==> config.mk <==
export PLATFORM = sky130hd
export DESIGN_NAME = ddc_bind_ctrl
export DESIGN_NICKNAME = d
export VERILOG_FILES = /design/src/hw/ddc_bind_pkg.sv /design/src/hw/ddc_bind_ctrl.sv /design/src/hw/sysref_arm.sv
export SDC_FILE = /design/constraint.sdc
export NUM_CORES = 1
export LEC_CHECK = 0
export BUFFER_PORTS_ARGS = -buffer_cell sky130_fd_sc_hd__buf_2
export CAP_MARGIN = 20
export CORE_MARGIN = 4
export CORE_UTILIZATION = 54
export DETAILED_ROUTE_END_ITERATION = 10
export GPL_TIMING_DRIVEN = 0
export PLACE_DENSITY_LB_ADDON = 0.05
export SYNTH_ARGS = -nofsm -noshare
export SYNTH_HDL_FRONTEND = slang
export SYNTH_SLANG_ARGS = --single-unit
export TNS_END_PERCENT = 5
==> constraint.sdc <==
create_clock -name i_sys_clk -period 2.7 [get_ports i_sys_clk]
set_clock_uncertainty 0.15 [all_clocks]
set_input_delay 0.405 -clock i_sys_clk [delete_from_list [all_inputs] [get_ports i_sys_clk]]
set_output_delay 0.405 -clock i_sys_clk [all_outputs]
set_load 0.1 [all_outputs]
==> src/hw/ddc_bind_pkg.sv <==
/*
 * Shared constants and types for the channel binding and oscillator sync control block.
 * Assumes a single 250 MHz system clock and a byte-wide register port.
 */
`default_nettype none

package ddc_bind_pkg;

    // Register byte offsets; each byte of the divisor has its own address.
    localparam logic [9:0] rational_divisor_lo_offset = 10'h217;
    localparam logic [9:0] rational_divisor_hi_offset = 10'h218;
    localparam logic [9:0] oscillator_sync_control_offset = 10'h219;
    localparam logic [9:0] channel_binding_offset = 10'h216;

    // Reset values.
    localparam logic [15:0] rational_divisor_reset = 16'h0000;
    localparam logic [7:0] oscillator_sync_control_reset = 8'h02;
    localparam logic [7:0] channel_binding_reset = 8'h02;

    // Field positions.
    localparam int sync_next_bit = 0;
    localparam int sync_ila_bit = 1;
    localparam int bind_a_bit = 0;
    localparam int bind_b_bit = 1;

    // Sample width of one converter channel.
    localparam int sample_width = 12;

    // Per digital channel output: sample, valid and power-down.
    typedef struct packed {
        logic [sample_width-1:0] sample;
        logic valid;
        logic powerdown;
    } dig_chan_t;

    // States of the next-SYSREF arming sequence.
    typedef enum logic [1:0] {
        arm_idle,
        arm_cleared,
        arm_armed
    } arm_state_t;

endpackage : ddc_bind_pkg

`default_nettype wire

==> src/hw/ddc_bind_ctrl.sv <==
/*
 * Channel binding, rational divisor and oscillator sync control registers.
 * Assumes a byte register port with one-cycle strobes and one-cycle read latency,
 * and converter samples, SYSREF and LMFC marks synchronous to the clock.
 */
// Decided for this implementation: strobed register access.
`default_nettype none

// Notes on behaviour
// - Channel B source: 0 converter A, 1 B
// - Channel A source: 0 converter A, 1 B
// - Bound converter powered down powers channel down
// - Sixteen-bit divisor, reset zero, all presets
// - Lane-alignment bit: init on starting LMFC edge
// - Write 0 then 1 arms SYSREF init
// - After SYSREF init, ignore edges until rearmed
module ddc_bind_ctrl (
    // Clock and reset.
    input wire logic i_sys_clk,
    input wire logic i_sys_rst,
    // Register port.
    input wire logic [9:0] i_addr,
    input wire logic [7:0] i_wdata,
    input wire logic i_wr,
    input wire logic i_rd,
    output logic [7:0] o_rdata,
    // Converter sample streams.
    input wire logic [ddc_bind_pkg::sample_width-1:0] i_conv_a_sample,
    input wire logic i_conv_a_valid,
    input wire logic [ddc_bind_pkg::sample_width-1:0] i_conv_b_sample,
    input wire logic i_conv_b_valid,
    // Converter power-down controls and link status.
    input wire logic i_converter_a_powerdown,
    input wire logic i_converter_b_powerdown,
    input wire logic i_serial_link_enable,
    // Link timing events.
    input wire logic i_lmfc_ila_start,
    input wire logic i_sysref,
    // Digital channel outputs.
    output ddc_bind_pkg::dig_chan_t o_dig_a,
    output ddc_bind_pkg::dig_chan_t o_dig_b,
    output logic o_link_a_powerdown,
    output logic o_link_b_powerdown,
    // Oscillator controls.
    output logic [15:0] o_rational_divisor,
    output logic o_phase_init
);

    logic [15:0] rational_divisor;
    logic [7:0] oscillator_sync_control;
    logic [7:0] channel_binding;
    logic sysref_init;
    logic sysref_armed;

    // Address decode.
    wire logic hit_div_lo;
    wire logic hit_div_hi;
    wire logic hit_sync;
    wire logic hit_bind;
    wire logic wr_sync;
    wire logic [7:0] next_rdata;
    assign hit_div_lo = (i_addr == ddc_bind_pkg::rational_divisor_lo_offset);
    assign hit_div_hi = (i_addr == ddc_bind_pkg::rational_divisor_hi_offset);
    assign hit_sync = (i_addr == ddc_bind_pkg::oscillator_sync_control_offset);
    assign hit_bind = (i_addr == ddc_bind_pkg::channel_binding_offset);
    assign wr_sync = i_wr & hit_sync;

    // Read multiplexer; unmapped addresses read zero.
    assign next_rdata = hit_div_lo ? rational_divisor[7:0] :
                        hit_div_hi ? rational_divisor[15:8] :
                        hit_sync ? oscillator_sync_control :
                        hit_bind ? channel_binding : 8'h00;

    // Power-down of whichever converter a digital channel is bound to.
    function automatic logic bound_powerdown(
        input logic sel,
        input logic pd_conv_a,
        input logic pd_conv_b
    );
        return sel ? pd_conv_b : pd_conv_a;
    endfunction : bound_powerdown

    // Source selection and power-down decode.
    wire logic digital_a_source_select;
    wire logic digital_b_source_select;
    wire logic phase_init_on_lane_alignment;
    wire logic next_pd_a;
    wire logic next_pd_b;
    assign digital_a_source_select = channel_binding[ddc_bind_pkg::bind_a_bit];
    assign digital_b_source_select = channel_binding[ddc_bind_pkg::bind_b_bit];
    assign phase_init_on_lane_alignment = oscillator_sync_control[ddc_bind_pkg::sync_ila_bit];
    assign next_pd_a = bound_powerdown(digital_a_source_select, i_converter_a_powerdown,
                                       i_converter_b_powerdown);
    assign next_pd_b = bound_powerdown(digital_b_source_select, i_converter_a_powerdown,
                                       i_converter_b_powerdown);

    // Picks the stream of the selected converter, muted when powered down.
    function automatic ddc_bind_pkg::dig_chan_t route(
        input logic sel,
        input logic pd,
        input logic [ddc_bind_pkg::sample_width-1:0] sa,
        input logic va,
        input logic [ddc_bind_pkg::sample_width-1:0] sb,
        input logic vb
    );
        ddc_bind_pkg::dig_chan_t r;
        r.sample = pd ? '0 : (sel ? sb : sa);
        r.valid = pd ? 1'b0 : (sel ? vb : va);
        r.powerdown = pd;
        return r;
    endfunction : route

    // Register writes; the binding bits are taken as written, software owns sequencing.
    always_ff @(posedge i_sys_clk) begin
        if (i_sys_rst) begin
            rational_divisor <= ddc_bind_pkg::rational_divisor_reset;
            oscillator_sync_control <= ddc_bind_pkg::oscillator_sync_control_reset;
            channel_binding <= ddc_bind_pkg::channel_binding_reset;
        end else if (i_wr) begin
            if (hit_div_lo) begin
                rational_divisor[7:0] <= i_wdata;
            end
            if (hit_div_hi) begin
                rational_divisor[15:8] <= i_wdata;
            end
            if (hit_sync) begin
                oscillator_sync_control <= i_wdata;
            end
            if (hit_bind) begin
                channel_binding <= i_wdata;
            end
        end
    end

    // Read data stands in the cycle after the read strobe only.
    always_ff @(posedge i_sys_clk) begin
        if (i_sys_rst) begin
            o_rdata <= 8'h00;
        end else begin
            o_rdata <= i_rd ? next_rdata : 8'h00;
        end
    end

    // Arming sequence for SYSREF phase initialisation.
    sysref_arm u_sysref_arm (
        .i_sys_clk(i_sys_clk),
        .i_sys_rst(i_sys_rst),
        .i_wr_next(wr_sync),
        .i_wr_value(i_wdata[ddc_bind_pkg::sync_next_bit]),
        .i_sysref(i_sysref),
        .o_init(sysref_init),
        .o_armed(sysref_armed)
    );

    // Datapath routing and oscillator strobes, all registered.
    always_ff @(posedge i_sys_clk) begin
        if (i_sys_rst) begin
            o_dig_a <= '0;
            o_dig_b <= '0;
            o_link_a_powerdown <= 1'b0;
            o_link_b_powerdown <= 1'b0;
            o_rational_divisor <= ddc_bind_pkg::rational_divisor_reset;
            o_phase_init <= 1'b0;
        end else begin
            o_dig_a <= route(digital_a_source_select, next_pd_a, i_conv_a_sample,
                             i_conv_a_valid, i_conv_b_sample, i_conv_b_valid);
            o_dig_b <= route(digital_b_source_select, next_pd_b, i_conv_a_sample,
                             i_conv_a_valid, i_conv_b_sample, i_conv_b_valid);
            o_link_a_powerdown <= next_pd_a;
            o_link_b_powerdown <= next_pd_b;
            o_rational_divisor <= rational_divisor;
            o_phase_init <= (phase_init_on_lane_alignment && i_lmfc_ila_start)
                || sysref_init;
        end
    end
endmodule : ddc_bind_ctrl

`default_nettype wire

==> src/hw/sysref_arm.sv <==
/*
 * Arming logic for oscillator phase initialisation on the next SYSREF rising edge.
 * Assumes SYSREF and the write strobes are synchronous to the system clock.
 */
`default_nettype none

module sysref_arm (
    // Clock and reset.
    input wire logic i_sys_clk,
    input wire logic i_sys_rst,
    // Writes of the arming bit.
    input wire logic i_wr_next,
    input wire logic i_wr_value,
    // SYSREF level.
    input wire logic i_sysref,
    // Phase initialisation strobe and armed state.
    output logic o_init,
    output logic o_armed
);

    ddc_bind_pkg::arm_state_t state;
    ddc_bind_pkg::arm_state_t next_state;
    logic sysref_d;
    wire logic sysref_rise;

    // A rising edge is SYSREF high after a low sample.
    assign sysref_rise = i_sysref & ~sysref_d;

    // A 0 then a 1 arms; the first rising edge afterwards fires and disarms.
    always_comb begin
        next_state = state;
        case (state)
            ddc_bind_pkg::arm_idle: begin
                if (i_wr_next && !i_wr_value) begin
                    next_state = ddc_bind_pkg::arm_cleared;
                end
            end
            ddc_bind_pkg::arm_cleared: begin
                if (i_wr_next && i_wr_value) begin
                    next_state = ddc_bind_pkg::arm_armed;
                end
            end
            ddc_bind_pkg::arm_armed: begin
                if (i_wr_next && !i_wr_value) begin
                    next_state = ddc_bind_pkg::arm_cleared;
                end else if (sysref_rise) begin
                    next_state = ddc_bind_pkg::arm_idle;
                end
            end
            default: begin
                next_state = ddc_bind_pkg::arm_idle;
            end
        endcase
    end

    // State, edge history and the one-cycle initialisation strobe.
    always_ff @(posedge i_sys_clk) begin
        if (i_sys_rst) begin
            state <= ddc_bind_pkg::arm_idle;
            sysref_d <= 1'b0;
            o_init <= 1'b0;
            o_armed <= 1'b0;
        end else begin
            state <= next_state;
            sysref_d <= i_sysref;
            o_init <= (state == ddc_bind_pkg::arm_armed) && sysref_rise
                && !(i_wr_next && !i_wr_value);
            o_armed <= (next_state == ddc_bind_pkg::arm_armed);
        end
    end
endmodule : sysref_arm

`default_nettype wire

==> flow_metrics.env <==
export IMPL_outcome="finished clean"
export IMPL_route_final_wire_length_um=7950
export IMPL_gp_routability_congestion=0.937
export IMPL_post_route_cells_drive_above_1_share_pct=30.3
export IMPL_crit_path_start_kind="flop"
export IMPL_worstPathBufferInverterCount=2
export IMPL_dominantRegCellSynth="dfxtp_1"
export IMPL_via_count=2799
export IMPL_hold_path_startpoint="i_lmfc_ila_start"
export IMPL_period_share_pct=70.9
export IMPL_count_of_cells_resized_by_post_cts_repair=0
export IMPL_cp_max_fo=10
export IMPL_timing_fmax_ghz=0.523
export IMPL_detailedPlacementHpwl_um=5920
export IMPL_crit_reg2reg_launch="channel_binding[1]$_SDFFE_PP1P_"
export IMPL_worst_ep_arrival_time_ns=1.97
export IMPL_yosys_top_cells_count="89 x dfxtp_1, 55 x nor2_1, 51 x mux2i_1"
export IMPL_cts_buffers=9
export IMPL_yosysTopAreaCellShare_pct=52.2
export IMPL_setup_total_negative_slack_ns=0
export IMPL_seq_total_area_yosys_pct=52.2
export IMPL_timing_final_max_slew_violations=0
export IMPL_clock_tree_root_cell="clkbuf_8"
export IMPL_grt_start_max_net_pins=15
export IMPL_grt_first_pass_wirelength_um=12600
export IMPL_initial_core_util_pct=56.6
export IMPL_cts_htree_levels=3
export IMPL_setup_repair_after_global_routing_missed_its_margin="false"
export IMPL_clk_pin_slew_ns=0.08
export IMPL_placement_cell_area_mm2=0.00403
export IMPL_cellPowerDensity_mw_per_mm2=635
export IMPL_first_global_vias=2594
export IMPL_worst_ep_required_time_ns=2.76
export IMPL_peak_supply_drop_mv=0.425
export IMPL_crit_path_end_kind="flop"
export IMPL_design_final_nets=505
export IMPL_relSlewSlack_pct=50.4
export IMPL_drt_initial_drc_count=125
export IMPL_floorplan_die_height_um=87.5
export IMPL_num_antenna_cells=0
export IMPL_min_path_type="primary input to flop"
export IMPL_synth_lib_cells_used_distinct=34
export IMPL_antenna_left=0
export IMPL_maxCapViolations=0
export IMPL_post_synth_cell_area_avg_um2=10.2
export IMPL_yosysWarnings=0
export IMPL_post_synth_net_total=389
export IMPL_netlist_top_cells_area="dfxtp_1 52%, mux2i_1 15%, nor2_1 6.0%"
export IMPL_worst_pin_slew_ns=0.744
export IMPL_finalHoldViolations=0
export IMPL_post_synth_instance_area_mm2=0.00341
export IMPL_flow_area_growth_from_synthesis_pct=25.2
export IMPL_setup_violations=0
export IMPL_static_leakage_power_nw=2.05
export IMPL_grt_use_total_pct=21.2
export IMPL_routed_vias_inst=5.27
export IMPL_synth_enable_flop_cells=0
export IMPL_timing_critical_path_slowest_cell_delay_ns=0.62
export IMPL_critPathTopFamily="buffers and inverters"
export IMPL_synth_top_area_cell="dfxtp_1"
export IMPL_yosys_register_bits=89
export IMPL_drt_pass1_iterations=6
export IMPL_cpMaxStageDelayCell="buf_1"
export IMPL_placement_io_buffers=105
export IMPL_die_width_um=87.5
export IMPL_placement_rows=28
export IMPL_remaining_drc_errors=0
export IMPL_fp_coreArea_mm2=0.00603
export IMPL_clk_latency_ns=0.34
export IMPL_cts_sinks=89
export IMPL_final_cell_area_excluding_filler_cells_mm2=0.00427
export IMPL_cts_tree="built"
export IMPL_timing_critical_path_cells="clkbuf_1 > buf_1 > mux2i_1 > nor2_1"
export IMPL_ctsLongestPathBuffers=2
export IMPL_timing_critical_path_from="channel_binding[1]$_SDFFE_PP1P_"
export IMPL_grt_overflow=0
export IMPL_netlist_instances=336
export IMPL_final_period_minus_worst_setup_slack_ns=1.91
export IMPL_post_cts_buffers=0
export IMPL_fin_worst_hold_slack_ns=0.143
export IMPL_yosys_cell_count_top_type="dfxtp_1"
export IMPL_die_area_mm2=0.00766
export IMPL_antenna_found_initial=0
export IMPL_cts_hold_buf=0
export IMPL_wl_per_cell_um=15.0
export IMPL_crit_type="flop to flop"
export IMPL_num_io_pins=108
export IMPL_synth_async_reset_ratio_pct=0
[final timing paths]
check                                                to  slack (ns)  cells after the start
worst min register to register  o_phase_init$_SDFF_PP0_        0.29                      2
worst min-delay path            o_phase_init$_SDFF_PP0_        0.14                      3
worst max-delay path              o_dig_b[3]$_SDFF_PP0_        0.79                      4
worst max register to register    o_dig_b[3]$_SDFF_PP0_        0.79                      4
[placed cells by master, fill, tap and decap left out, drive strengths merged, types with 2 or more instances in the layout]
master / netlist / layout
a211o: 2 / 2
dfxtp: 89 / 89
mux2i: 51 / 51
nor4b: 4 / 4
nand2: 24 / 24
and2: 9 / 9
o221ai: 8 / 8
buf: 11 / 116
nor2b: 20 / 20
nor2: 55 / 55
a31oi: 8 / 8
o21ai: 8 / 8
inv: 2 / 2
nor4: 2 / 2
and4bb: 2 / 2
nand4: 4 / 4
a21oi: 10 / 10
clkinv: 0 / 2
and3: 10 / 10
clkbuf: 10 / 20
bufinv: 0 / 3
nand2b: 2 / 2
[cell families (layout without fill, tap and decap cells)]
group,Yosys count,after routing,synth area share [%]
compound gates,37,37,6.93
buf+inv,23,143,3.12
flops,89,89,52.2
mux,51,51,15.0
simple gates,136,136,22.8
[where the power goes]
group          total, W  switching, W  internal (W)  leakage [nW]
Combinational  0.000301      0.000232     0.0000699          1.21
Clock           0.00108      0.000442      0.000635         0.122
Sequential      0.00133    0.00000451       0.00133         0.722
[layout make-up]
type	count	area, um^2
well taps	75	93.8
fillers	471	1750
plain buffers	21	98.8
clock inverters	5	104
flip-flops and latches	89	1780
multi-input cells	224	1530
repair buffers	105	526
inverters	2	7.51
clock buffers	10	138
[layer usage]
layer  GRT usage (%)  wire length (um)
met5               0                 0
met2            32.5              3680
met1            29.7              3610
met4            8.23               109
met3            3.88               544
[tightest hold or removal path, stage by stage]
cell and delay (ns):
buf_2 0.08, a21oi_1 0.05, nor2_1 0.07
[stage by stage]
stage	setup slack [ns]	total power [W]	utilization [%]	cells
global placement	0.548	0.00166	66.9	516
finish	0.787	0.00271	70.9	531
detailed placement	0.511	0.00167	66.9	516
global route	0.631	0.00281	70.9	531
floorplan	0.789	0.00158	-	336
CTS	0.750	0.00273	70.9	531
[sequential cells by signal (all words and copies together) (netlist names)]
signal / count
o_link_a_powerdown: 1
o_rational_divisor: 16
o_rdata: 8
o_phase_init: 1
oscillator_sync_control: 8
u_sysref_arm.state: 2
o_dig_a: 13
u_sysref_arm.o_init: 1
channel_binding: 8
u_sysref_arm.sysref_d: 1
o_dig_b: 13
rational_divisor: 16
o_link_b_powerdown: 1
Note: power is estimated with default switching activity, not from simulation.
